## config.mk

```make
export PLATFORM = sky130hd
export DESIGN_NAME = cgc_top
export DESIGN_NICKNAME = d
export VERILOG_FILES = /design/src/logic/cgc_pkg.sv /design/src/logic/cgc_top.sv
export SDC_FILE = /design/constraint.sdc
export NUM_CORES = 1
export LEC_CHECK = 0
export BUFFER_PORTS_ARGS = -buffer_cell sky130_fd_sc_hd__buf_2
export CELL_PAD_IN_SITES_DETAIL_PLACEMENT = 0
export CELL_PAD_IN_SITES_GLOBAL_PLACEMENT = 1
export CORE_MARGIN = 5
export CORE_UTILIZATION = 25
export CTS_BUF_LIST = sky130_fd_sc_hd__clkbuf_8 sky130_fd_sc_hd__clkbuf_16
export DETAILED_ROUTE_END_ITERATION = 8
export GPL_TIMING_DRIVEN = 0
export PLACE_DENSITY = 0.7
export REMOVE_ABC_BUFFERS = 1
export SYNTH_ARGS = -nofsm -noshare
export SYNTH_HDL_FRONTEND = slang
export SYNTH_SLANG_ARGS = --single-unit
```

## constraint.sdc

```tcl
create_clock -name aclk -period 4.05 [get_ports aclk]
set_input_delay 0.81 -clock aclk [delete_from_list [all_inputs] [get_ports aclk]]
set_output_delay 0.81 -clock aclk [all_outputs]
set_load 0.005 [all_outputs]
```

## src/logic/cgc_pkg.sv

```systemverilog
// package for the can global control, status and interrupt block
// assumes a 32-bit axi4-lite register bus with word-aligned registers
package cgc_pkg;
	// register byte addresses
	localparam logic [7:0] ADDR_CONTROL = 8'h00;
	localparam logic [7:0] ADDR_STATUS = 8'h04;
	localparam logic [7:0] ADDR_IRQ_FLAGS = 8'h08;
	localparam logic [7:0] ADDR_IRQ_ENABLE = 8'h0C;
	localparam logic [7:0] ADDR_IN_USE_LOW = 8'h10;
	localparam logic [7:0] ADDR_IN_USE_HIGH = 8'h14;
	localparam logic [7:0] ADDR_TIMER = 8'h18;
	localparam logic [7:0] ADDR_TTC_TIMER = 8'h1C;
	// control bits
	localparam int CTL_ABORT = 7;
	localparam int CTL_OVLD_REQ = 6;
	localparam int CTL_TTC = 5;
	localparam int CTL_SYNC = 4;
	localparam int CTL_ONLY_MODE_A = 3;
	localparam int CTL_TEST = 2;
	localparam int CTL_ENA = 1;
	localparam int CTL_SOFTWARE_RESET_REQUEST = 0;
	// status bits
	localparam int ST_OVERLOAD_FRAME_ACTIVE = 6;
	localparam int ST_TRANSMITTER_BUSY_FLAG = 4;
	localparam int ST_RECEIVER_BUSY_FLAG = 3;
	localparam int ST_ENABLED_STATE_FLAG = 2;
	localparam int ST_BUS_OFF_STATE = 1;
	localparam int ST_ERROR_PASSIVE_STATE = 0;
	// interrupt flag bits
	localparam int IT_SUMMARY = 7;
	localparam int IT_BUS_OFF_STATE = 6;
	localparam int IT_TIMER_OVERRUN_FLAG = 5;
	localparam int IT_FRAME_BUFFER_COMPLETE_FLAG = 4;
	localparam int IT_GENERAL_STUFF_ERROR = 3;
	localparam int IT_GENERAL_CRC_ERROR = 2;
	localparam int IT_GENERAL_FORM_ERROR = 1;
	localparam int IT_GENERAL_ACK_ERROR = 0;
	// interrupt enable bits
	localparam int IE_MASTER = 7;
	localparam int IE_BUS_OFF_STATE = 6;
	localparam int IE_RX = 5;
	localparam int IE_TX = 4;
	localparam int IE_ERR = 3;
	localparam int IE_BX = 2;
	localparam int IE_ERG = 1;
	localparam int IE_OVRT = 0;
	// reset values and other constants
	localparam logic [7:0] CONTROL_RESET = 8'h00;
	localparam logic [7:0] IRQ_ENABLE_RESET = 8'h00;
	localparam int NUM_OBJECTS = 15;
	localparam logic [3:0] IDLE_BITS_NEEDED = 4'hB;
	localparam logic [15:0] TIMER_MAX = 16'hFFFF;
	localparam logic [1:0] RESP_OKAY = 2'h0;
	localparam logic [1:0] RESP_SLVERR = 2'h2;

	typedef enum logic [1:0] {
		CGC_STANDBY = 2'b00,
		CGC_WAIT_IDLE = 2'b01,
		CGC_ENABLED = 2'b10,
		CGC_DRAINING = 2'b11
	} cgc_mode_e;
endpackage

```

## src/logic/cgc_top.sv

```systemverilog
// can global control, status and interrupt registers with axi4-lite slave
// assumes the can protocol engine drives the event and state inputs on aclk
//
// Summary of operation
// - ttc capture at sof or eof per select
// - enable command delayed; enabled flag shows truth
// - standby waits for transmission end, then freezes
// - standby: recessive tx, receiver off, registers open
// - enable only after 11 recessive bits
// - software reset acts like hardware reset except on the bus side, self-clears
// - overload flag follows own overload frame, no irq
// - transmitter busy flag follows sending, no irq
// - receiver busy flag follows receiving, no irq
// - bus-off, error-passive status; only bus-off interrupts
// - summary bit ors all sources but overrun
// - bus-off flag sets on passive to bus-off
// - writing one clears flag, zero keeps it
// - overrun sets on timer wrap, handler entry clears
// - buffer-complete clear needs all configs rewritten
// - general stuff error flag on stuff violation
// - general crc error flag on crc mismatch
// - general form and ack error flags
// - master enable plus separate per-source enables
// - fifteen in-use bits set/clear per object events
// - abort clears in-use bits, frame ends normally
// - timer starts from zero when enabled
`timescale 1ns/1ps
`default_nettype none

module cgc_top (
	// clock, reset, enable
	input wire logic aclk,
	input wire logic aresetn,
	input wire logic clk_en,
	// axi4-lite write address
	input wire logic [7:0] s_axi_awaddr,
	input wire logic s_axi_awvalid,
	output logic s_axi_awready,
	// axi4-lite write data
	input wire logic [31:0] s_axi_wdata,
	input wire logic [3:0] s_axi_wstrb,
	input wire logic s_axi_wvalid,
	output logic s_axi_wready,
	// axi4-lite write response
	output logic [1:0] s_axi_bresp,
	output logic s_axi_bvalid,
	input wire logic s_axi_bready,
	// axi4-lite read address
	input wire logic [7:0] s_axi_araddr,
	input wire logic s_axi_arvalid,
	output logic s_axi_arready,
	// axi4-lite read data
	output logic [31:0] s_axi_rdata,
	output logic [1:0] s_axi_rresp,
	output logic s_axi_rvalid,
	input wire logic s_axi_rready,
	// protocol engine state
	input wire logic bus_recessive_bit,
	input wire logic tx_frame_active,
	input wire logic rx_frame_active,
	input wire logic overload_frame_active,
	input wire logic error_passive_state,
	input wire logic bus_off_state,
	input wire logic sof_pulse,
	input wire logic eof_last_bit_pulse,
	input wire logic timer_tick,
	// protocol engine events
	input wire logic stuff_error_evt,
	input wire logic crc_error_evt,
	input wire logic form_error_evt,
	input wire logic ack_error_evt,
	input wire logic frame_buffer_done_evt,
	input wire logic buffer_configs_rewritten,
	input wire logic overrun_handler_entry,
	input wire logic object_rx_irq,
	input wire logic object_tx_irq,
	input wire logic object_err_irq,
	// message object bookkeeping
	input wire logic [14:0] object_enable_evt,
	input wire logic [14:0] object_done_evt,
	input wire logic [14:0] object_disable_evt,
	// controls to the protocol engine
	output logic can_tx,
	output logic receiver_enable,
	output logic channel_frozen,
	output logic abort_request,
	output logic overload_request,
	output logic only_mode_a,
	output logic time_trigger_mode,
	output logic factory_test_mode,
	output logic controller_reset,
	output logic [15:0] can_timer,
	output logic irq
);
	// ****************************************
	// reset and control
	// ****************************************
	logic [7:0] control_q;
	logic [7:0] enables_q;
	logic [5:0] flags_q;
	logic [14:0] in_use_q;
	logic [15:0] timer_q;
	logic [15:0] ttc_q;
	logic [3:0] idle_cnt_q;
	logic bus_off_seen_q;
	logic software_reset_request_q;
	cgc_pkg::cgc_mode_e mode_q;
	cgc_pkg::cgc_mode_e mode_d;

	wire rst = !aresetn || software_reset_request_q;
	assign controller_reset = software_reset_request_q;

	// ****************************************
	// axi4-lite slave
	// ****************************************
	logic aw_held_q;
	logic w_held_q;
	logic [7:0] aw_addr_q;
	logic [31:0] w_data_q;
	logic [3:0] w_strb_q;
	logic [31:0] rdata_q;
	logic bvalid_q;
	logic [1:0] bresp_q;
	logic rvalid_q;
	logic [1:0] rresp_q;

	wire aw_take = s_axi_awvalid && !aw_held_q && !bvalid_q;
	wire w_take = s_axi_wvalid && !w_held_q && !bvalid_q;
	wire have_aw = aw_held_q || aw_take;
	wire have_w = w_held_q || w_take;
	wire [7:0] wr_addr = aw_held_q ? aw_addr_q : s_axi_awaddr;
	wire [31:0] wr_data = w_held_q ? w_data_q : s_axi_wdata;
	wire [3:0] wr_strb = w_held_q ? w_strb_q : s_axi_wstrb;
	wire wr_fire = clk_en && have_aw && have_w && !bvalid_q;
	wire wr_lane0 = wr_fire && wr_strb[0];
	wire wr_ctl = wr_lane0 && (wr_addr == cgc_pkg::ADDR_CONTROL);
	wire wr_flags = wr_lane0 && (wr_addr == cgc_pkg::ADDR_IRQ_FLAGS);
	wire wr_ie = wr_lane0 && (wr_addr == cgc_pkg::ADDR_IRQ_ENABLE);
	wire wr_mapped = (wr_addr == cgc_pkg::ADDR_CONTROL) || (wr_addr == cgc_pkg::ADDR_STATUS)
		|| (wr_addr == cgc_pkg::ADDR_IRQ_FLAGS) || (wr_addr == cgc_pkg::ADDR_IRQ_ENABLE)
		|| (wr_addr == cgc_pkg::ADDR_IN_USE_LOW) || (wr_addr == cgc_pkg::ADDR_IN_USE_HIGH)
		|| (wr_addr == cgc_pkg::ADDR_TIMER) || (wr_addr == cgc_pkg::ADDR_TTC_TIMER);
	wire rd_fire = clk_en && s_axi_arvalid && !rvalid_q;

	assign s_axi_awready = !aw_held_q && !bvalid_q;
	assign s_axi_wready = !w_held_q && !bvalid_q;
	assign s_axi_arready = !rvalid_q;
	assign s_axi_bvalid = bvalid_q;
	assign s_axi_bresp = bresp_q;
	assign s_axi_rvalid = rvalid_q;
	assign s_axi_rresp = rresp_q;
	assign s_axi_rdata = rdata_q;

	// bus side survives the software reset so the answer is not lost
	always_ff @(posedge aclk) begin
		if (!aresetn) begin
			aw_held_q <= 1'b0;
			w_held_q <= 1'b0;
			aw_addr_q <= 8'h00;
			w_data_q <= 32'h00000000;
			w_strb_q <= 4'h0;
			bvalid_q <= 1'b0;
			bresp_q <= 2'h0;
		end else if (clk_en) begin
			if (wr_fire) begin
				aw_held_q <= 1'b0;
				w_held_q <= 1'b0;
				bvalid_q <= 1'b1;
				bresp_q <= wr_mapped ? cgc_pkg::RESP_OKAY : cgc_pkg::RESP_SLVERR;
			end else begin
				if (aw_take) begin
					aw_held_q <= 1'b1;
					aw_addr_q <= s_axi_awaddr;
				end
				if (w_take) begin
					w_held_q <= 1'b1;
					w_data_q <= s_axi_wdata;
					w_strb_q <= s_axi_wstrb;
				end
				if (bvalid_q && s_axi_bready) begin
					bvalid_q <= 1'b0;
				end
			end
		end
	end

	// ****************************************
	// status and read mux
	// ****************************************
	wire enabled_state_flag = (mode_q == cgc_pkg::CGC_ENABLED)
		|| (mode_q == cgc_pkg::CGC_DRAINING);
	logic ack_flag_q;
	// general error group: stuff, crc, form and ack, never the buffer flag
	wire gen_err = |flags_q[2:0] || ack_flag_q;
	wire summary_interrupt = (flags_q[5] && enables_q[cgc_pkg::IE_BUS_OFF_STATE])
		|| (flags_q[3] && enables_q[cgc_pkg::IE_BX])
		|| (gen_err && enables_q[cgc_pkg::IE_ERG])
		|| (object_rx_irq && enables_q[cgc_pkg::IE_RX])
		|| (object_tx_irq && enables_q[cgc_pkg::IE_TX])
		|| (object_err_irq && enables_q[cgc_pkg::IE_ERR]);
	// flags_q: 5 bus-off, 4 overrun, 3 buffer, 2 stuff, 1 crc... remapped below
	wire [7:0] flags_view = {summary_interrupt, flags_q[5], flags_q[4], flags_q[3],
		flags_q[2], flags_q[1], flags_q[0], ack_flag_q};
	wire [7:0] status_view = {1'b0, overload_frame_active, 1'b0, tx_frame_active,
		rx_frame_active, enabled_state_flag, bus_off_state, error_passive_state};

	logic [31:0] rd_mux;
	logic rd_ok;
	always_comb begin
		rd_mux = 32'h00000000;
		rd_ok = 1'b1;
		case (s_axi_araddr)
			cgc_pkg::ADDR_CONTROL: rd_mux = {24'h000000, control_q};
			cgc_pkg::ADDR_STATUS: rd_mux = {24'h000000, status_view};
			cgc_pkg::ADDR_IRQ_FLAGS: rd_mux = {24'h000000, flags_view};
			cgc_pkg::ADDR_IRQ_ENABLE: rd_mux = {24'h000000, enables_q};
			cgc_pkg::ADDR_IN_USE_LOW: rd_mux = {24'h000000, in_use_q[7:0]};
			cgc_pkg::ADDR_IN_USE_HIGH: rd_mux = {25'h0000000, in_use_q[14:8]};
			cgc_pkg::ADDR_TIMER: rd_mux = {16'h0000, timer_q};
			cgc_pkg::ADDR_TTC_TIMER: rd_mux = {16'h0000, ttc_q};
			default: rd_ok = 1'b0;
		endcase
	end

	always_ff @(posedge aclk) begin
		if (!aresetn) begin
			rvalid_q <= 1'b0;
			rdata_q <= 32'h00000000;
			rresp_q <= 2'h0;
		end else if (clk_en) begin
			if (rd_fire) begin
				rvalid_q <= 1'b1;
				rdata_q <= rd_mux;
				rresp_q <= rd_ok ? cgc_pkg::RESP_OKAY : cgc_pkg::RESP_SLVERR;
			end else if (rvalid_q && s_axi_rready) begin
				rvalid_q <= 1'b0;
			end
		end
	end

	// ****************************************
	// control register and software reset
	// ****************************************
	// self-clearing reset pulse, one cycle
	always_ff @(posedge aclk) begin
		if (!aresetn) begin
			software_reset_request_q <= 1'b0;
		end else if (clk_en) begin
			software_reset_request_q <= wr_ctl && wr_data[cgc_pkg::CTL_SOFTWARE_RESET_REQUEST];
		end
	end

	always_ff @(posedge aclk) begin
		if (rst) begin
			control_q <= cgc_pkg::CONTROL_RESET;
			enables_q <= cgc_pkg::IRQ_ENABLE_RESET;
		end else if (clk_en) begin
			if (wr_ctl) begin
				control_q <= {wr_data[7:1], 1'b0};
			end
			if (wr_ie) begin
				enables_q <= wr_data[7:0];
			end
		end
	end

	assign abort_request = control_q[cgc_pkg::CTL_ABORT];
	assign overload_request = control_q[cgc_pkg::CTL_OVLD_REQ];
	assign time_trigger_mode = control_q[cgc_pkg::CTL_TTC];
	assign only_mode_a = control_q[cgc_pkg::CTL_ONLY_MODE_A];
	// test bit passed through; software must leave it at zero
	assign factory_test_mode = control_q[cgc_pkg::CTL_TEST];

	// ****************************************
	// enable / standby mode
	// ****************************************
	wire ena_cmd = control_q[cgc_pkg::CTL_ENA];
	wire idle_done = idle_cnt_q == cgc_pkg::IDLE_BITS_NEEDED;

	always_comb begin
		mode_d = mode_q;
		case (mode_q)
			cgc_pkg::CGC_STANDBY: begin
				if (ena_cmd) mode_d = cgc_pkg::CGC_WAIT_IDLE;
			end
			cgc_pkg::CGC_WAIT_IDLE: begin
				if (!ena_cmd) mode_d = cgc_pkg::CGC_STANDBY;
				else if (idle_done) mode_d = cgc_pkg::CGC_ENABLED;
			end
			cgc_pkg::CGC_ENABLED: begin
				if (!ena_cmd) mode_d = cgc_pkg::CGC_DRAINING;
			end
			cgc_pkg::CGC_DRAINING: begin
				if (!tx_frame_active) mode_d = cgc_pkg::CGC_STANDBY;
			end
			default: mode_d = cgc_pkg::CGC_STANDBY;
		endcase
	end

	always_ff @(posedge aclk) begin
		if (rst) begin
			mode_q <= cgc_pkg::CGC_STANDBY;
			idle_cnt_q <= 4'h0;
		end else if (clk_en) begin
			mode_q <= mode_d;
			if (mode_q != cgc_pkg::CGC_WAIT_IDLE || !bus_recessive_bit) begin
				idle_cnt_q <= 4'h0;
			end else if (timer_tick && !idle_done) begin
				idle_cnt_q <= idle_cnt_q + 4'h1;
			end
		end
	end
	assign can_tx = 1'b1;
	assign receiver_enable = enabled_state_flag;
	assign channel_frozen = mode_q == cgc_pkg::CGC_STANDBY;

	// ****************************************
	// timers
	// ****************************************
	always_ff @(posedge aclk) begin
		if (rst) begin
			timer_q <= 16'h0000;
			ttc_q <= 16'h0000;
		end else if (clk_en) begin
			// timer runs from zero while enabled
			if (!enabled_state_flag) begin
				timer_q <= 16'h0000;
			end else if (timer_tick) begin
				timer_q <= timer_q + 16'h0001;
			end
			// capture point chosen by select bit
			if (time_trigger_mode && (control_q[cgc_pkg::CTL_SYNC] ?
				eof_last_bit_pulse : sof_pulse)) begin
				ttc_q <= timer_q;
			end
		end
	end
	assign can_timer = timer_q;
	wire timer_wrap = enabled_state_flag && timer_tick && (timer_q == cgc_pkg::TIMER_MAX);

	// ****************************************
	// interrupt flags and in-use bits
	// ****************************************
	wire [7:0] clr = wr_flags ? wr_data[7:0] : 8'h00;
	wire bus_off_state_entry = bus_off_state && !bus_off_seen_q;

	always_ff @(posedge aclk) begin
		if (rst) begin
			flags_q <= 6'h00;
			ack_flag_q <= 1'b0;
			bus_off_seen_q <= 1'b0;
		end else if (clk_en) begin
			bus_off_seen_q <= bus_off_state;
			flags_q[5] <= bus_off_state_entry || (flags_q[5] && !clr[cgc_pkg::IT_BUS_OFF_STATE]);
			flags_q[4] <= timer_wrap || (flags_q[4] && !clr[cgc_pkg::IT_TIMER_OVERRUN_FLAG]
				&& !overrun_handler_entry);
			flags_q[3] <= frame_buffer_done_evt || (flags_q[3]
				&& !(clr[cgc_pkg::IT_FRAME_BUFFER_COMPLETE_FLAG] && buffer_configs_rewritten));
			flags_q[2] <= stuff_error_evt || (flags_q[2] && !clr[cgc_pkg::IT_GENERAL_STUFF_ERROR]);
			flags_q[1] <= crc_error_evt || (flags_q[1] && !clr[cgc_pkg::IT_GENERAL_CRC_ERROR]);
			flags_q[0] <= form_error_evt || (flags_q[0] && !clr[cgc_pkg::IT_GENERAL_FORM_ERROR]);
			ack_flag_q <= ack_error_evt || (ack_flag_q && !clr[cgc_pkg::IT_GENERAL_ACK_ERROR]);
		end
	end

	wire in_use_wipe = abort_request || channel_frozen;
	always_ff @(posedge aclk) begin
		if (rst) begin
			in_use_q <= 15'h0000;
		end else if (clk_en) begin
			if (in_use_wipe) begin
				in_use_q <= 15'h0000;
			end else begin
				in_use_q <= (in_use_q | object_enable_evt) & ~(object_done_evt | object_disable_evt);
			end
		end
	end

	assign irq = (summary_interrupt && enables_q[cgc_pkg::IE_MASTER])
		|| (flags_q[4] && enables_q[cgc_pkg::IE_OVRT]);
endmodule

`default_nettype wire

```

==> summary.md <==
| Metric | Value |
|---|---|
| Area growth from synthesis to layout | 25.2% |
| Met3 routed WL | 1.11 mm |
| Top sig layer | met5 |
| Clock Root Buffer | clkbuf_16 |
| Clock slew at reported path FFs | 0.06 ns |
| # diodes | 0 |
| Clock period minus worst slack | 3.66 ns |
| First-pass GRT wire length | 29.4 mm |
| Reg power frac | 40.5% |
| Number of hold buffers added after CTS | 0 |
| Worst-Margin Slew | 1.35 ns |
| Latest clock arrival within the worst-skew pair | 0.42 ns |
| DRT met1 WL | 9.24 mm |
| Yosys cell types | 58 |
| Post-CTS Setup Inserts | 0 |
| Max incr delay on CP | 1.21 ns |
| Die Ht | 162 um |
| Total power draw | 2.93 mW |
| Critical Path RT | 4.36 ns |
| Core area | 0.0227 mm^2 |
| Comb pwr share | 8.4% |
| Unrepaired setup endpoints after global routing | false |
| Share of layout cells above drive strength 1 | 25.7% |
| Fmax | 273 MHz |
| Final hold violation count | 0 |
| Worst EP arrival | 3.97 ns |
| Design area | 0.00725 mm^2 |
| Die ar. | 0.0263 mm^2 |
| TritonCTS clock tree | done |
| Max Clock Skew | 0.00905 ns |
| Drt initial violations | 272 |
| DRC Markers | 0 |
| FP Rows | 55 |
| Clock network fraction of total power | 51.1% |
| Cell mode on critical path | nor2_1 |
| Synthesized netlist cell count | 670 |
| Die Span X | 162 um |
| I/O pin cnt | 191 |
| NetSw | 728 uW |
| Max stage delay cell, worst path | nor2_1 |
| Power Internal | 2.20 mW |
| GRT Total Usage | 14.3% |
| # setup viols final | 0 |
| Worst Hold Class | flop to flop |
| Warnings from Yosys | 0 |
| Post-cts resize count | 0 |
| Routability cong. | 0.777 |
| Clock Path Buffers | 2 |
| FFs w/ async S/R, synth | 0% |
| Placed cell area | 0.00667 mm^2 |
| Crit path capture type | flop |
| Leakage | 3.01 nW |
| Avg Cell Area, Syn | 8.64 um^2 |
| Startpoint Class | primary input |
| Outcome | completed |
| Number of synthesized flops with an enable pin | 0 |
| Initial antenna violation count | 1 |
| Max-cap viol count | 0 |
| Fin util | 31.9% |
| Clk sinks | 116 |
| Drt wl/cell | 17.4 um |
| Gr ovfl total | 0 |
| Filler cells | 2422 |
| Peak fanout along the critical path | 61 |
| PwrDens | 404 mW/mm^2 |
| Routed Antenna Nets | 0 |
| DPL Wire Length | 13.8 mm |
| Initial Utilization | 25.5% |
| TNS Setup | 0 ns |
| Post-Route WL | 18.9 mm |
| Drt pass-1 iters | 4 |
| Vias in the first global route | 5071 |
| Sequential share of the synthesized area | 40.1% |
| Final Cycle Share | 90.4% |
| Fin. max-slew vios | 0 |
| Cts bufs inserted | 17 |
| Largest net degree at the start of global routing | 62 |
| Port Buf Inserts | 144 |
| Mapped cell area | 0.00579 mm^2 |
| Rel. slew slack | 7.22% |
| Peak supply drop | 0.277 mV |
| Via Count | 5323 |
| Dpl cells | 1053 |
| Worst Path Class, Setup | primary input to flop |
| Sw frac | 24.8% |
| Non-Filler Instances | 1084 |
| Synth Register Bits | 116 |
| Drt via density | 4.91 |
| Crit-path cells | buf_2, nand2_1, nor2_1, mux2i_1, nor2_1 |
| CTS H-tree depth | 4 |
| Metal2 WL | 8.31 mm |
| Primary FF master, synth | dfxtp_1 |
| NumNets Final | 913 |
registers in the layout, summed over array words and instances, names as in the netlist, 4 cells and up, named ones only:
name         flops
w_data_q         8
in_use_q        15
ttc_q           16
idle_cnt_q       4
control_q        7
can_timer       16
enables_q        8
flags_q          6
aw_addr_q        8
s_axi_rdata     16
cells in the mapped netlist (3+ instances only):
master	number	area, um^2
a211o_1	3	26.3
a211oi_1	3	22.5
a21oi_1	54	270
a22o_1	3	26.3
a22oi_1	14	105
and2_1	11	68.8
and3_1	7	43.8
and3b_1	5	43.8
buf_1	7	26.3
buf_4	19	143
clkbuf_1	38	143
dfxtp_1	116	2320
inv_1	3	11.3
mux2_2	14	158
mux2i_1	44	440
mux4_2	5	113
nand2_1	78	293
nand2b_1	4	25.0
nand3_1	12	60.1
nand3b_1	8	60.1
nand4_1	9	56.3
nor2_1	27	101
nor2b_1	23	144
nor3_1	21	105
nor3b_1	4	30.0
nor4_1	3	18.8
o211ai_1	5	37.5
o21ai_0	46	230
o31a_1	16	140
o31ai_1	4	30.0
o41ai_1	8	70.1
or3_1	9	56.3
or4_1	8	60.1
xor2_1	4	35.0
stage by stage:
| stage | setup WS (ns) | hold slack [ns] |
|---|---|---|
| 2_1_floorplan | 1.52 | 0.447 |
| 3_3_place_gp | -0.106 | 0.434 |
| 3_5_place_dp | -0.00961 | 0.445 |
| 4_1_cts | 0.429 | 0.457 |
| 5_1_grt | 0.122 | 0.496 |
| 6_report | 0.391 | 0.457 |
placed cells by master (no fill, tap or decap), drive strengths merged, types with 14 or more instances in the layout:
cell type / n
clkbuf: 19
conb: 19
o21ai: 47
nor3: 21
mux2: 14
nand2: 78
a21oi: 54
buf: 148
dfxtp: 116
a22oi: 14
nor2b: 23
nor2: 27
o31a: 16
mux2i: 44
path summary, 6_finish.rpt:
check / to / depth (start not counted) / slack, ns / startpoint
min reg2reg: s_axi_rdata[4] / 2 / 0.46 / s_axi_rdata[4]
max reg2reg: control_q[4] / 4 / 1.32 / w_held_q
max: ttc_q[3] / 5 / 0.39 / clk_en
min: s_axi_rdata[4] / 2 / 0.46 / s_axi_rdata[4]
power by group through the flow:
stage,Sequential (mW),Clock (mW),Combinational [mW]
after global placement,1.21,0,0.240
after CTS,1.19,1.53,0.249
after floorplan,1.20,0,0.121
after detailed placement,1.21,0,0.248
after global routing,1.19,1.59,0.275
final,1.19,1.50,0.246
critical path, delay by kind of cell:
kind,cells,cell delay [ns]
buffers and inverters,1,0.88
and+or+nand+nor,3,1.95
muxes,1,0.29
layout make-up:
type	count	area [um^2]	share of cell area [%]
clock buffer	19	453	6.24
clock inverter	12	133	1.83
inverter	4	15.0	0.207
multi-input combinational	500	3200	44.2
sequential	116	2320	32.0
tap	285	357	4.92
timing repair buffer	148	771	10.6
kinds of logic (layout without fill, tap and decap cells):
| logic type | Yosys count | in the layout | synth area share, % |
|---|---|---|---|
| AO/OA/AOI/OAI | 174 | 174 | 19.0 |
| XOR/XNOR | 4 | 4 | 0.605 |
| adder cells (fa/ha/maj) | 2 | 2 | 0.432 |
| buffers and inverters | 71 | 183 | 6.01 |
| flip-flops | 116 | 116 | 40.1 |
| multiplexers | 63 | 63 | 12.3 |
| other | 2 | 19 | 0.130 |
| AND/OR/NAND/NOR | 238 | 238 | 21.4 |
routing by layer:
metal	global-route usage, %	up-vias
met4	4.34	2
met5	0	-
li1	-	2647
met2	21.4	163
met3	3.78	20
met1	20.1	2491
Note: power is estimated with default switching activity, not from simulation.
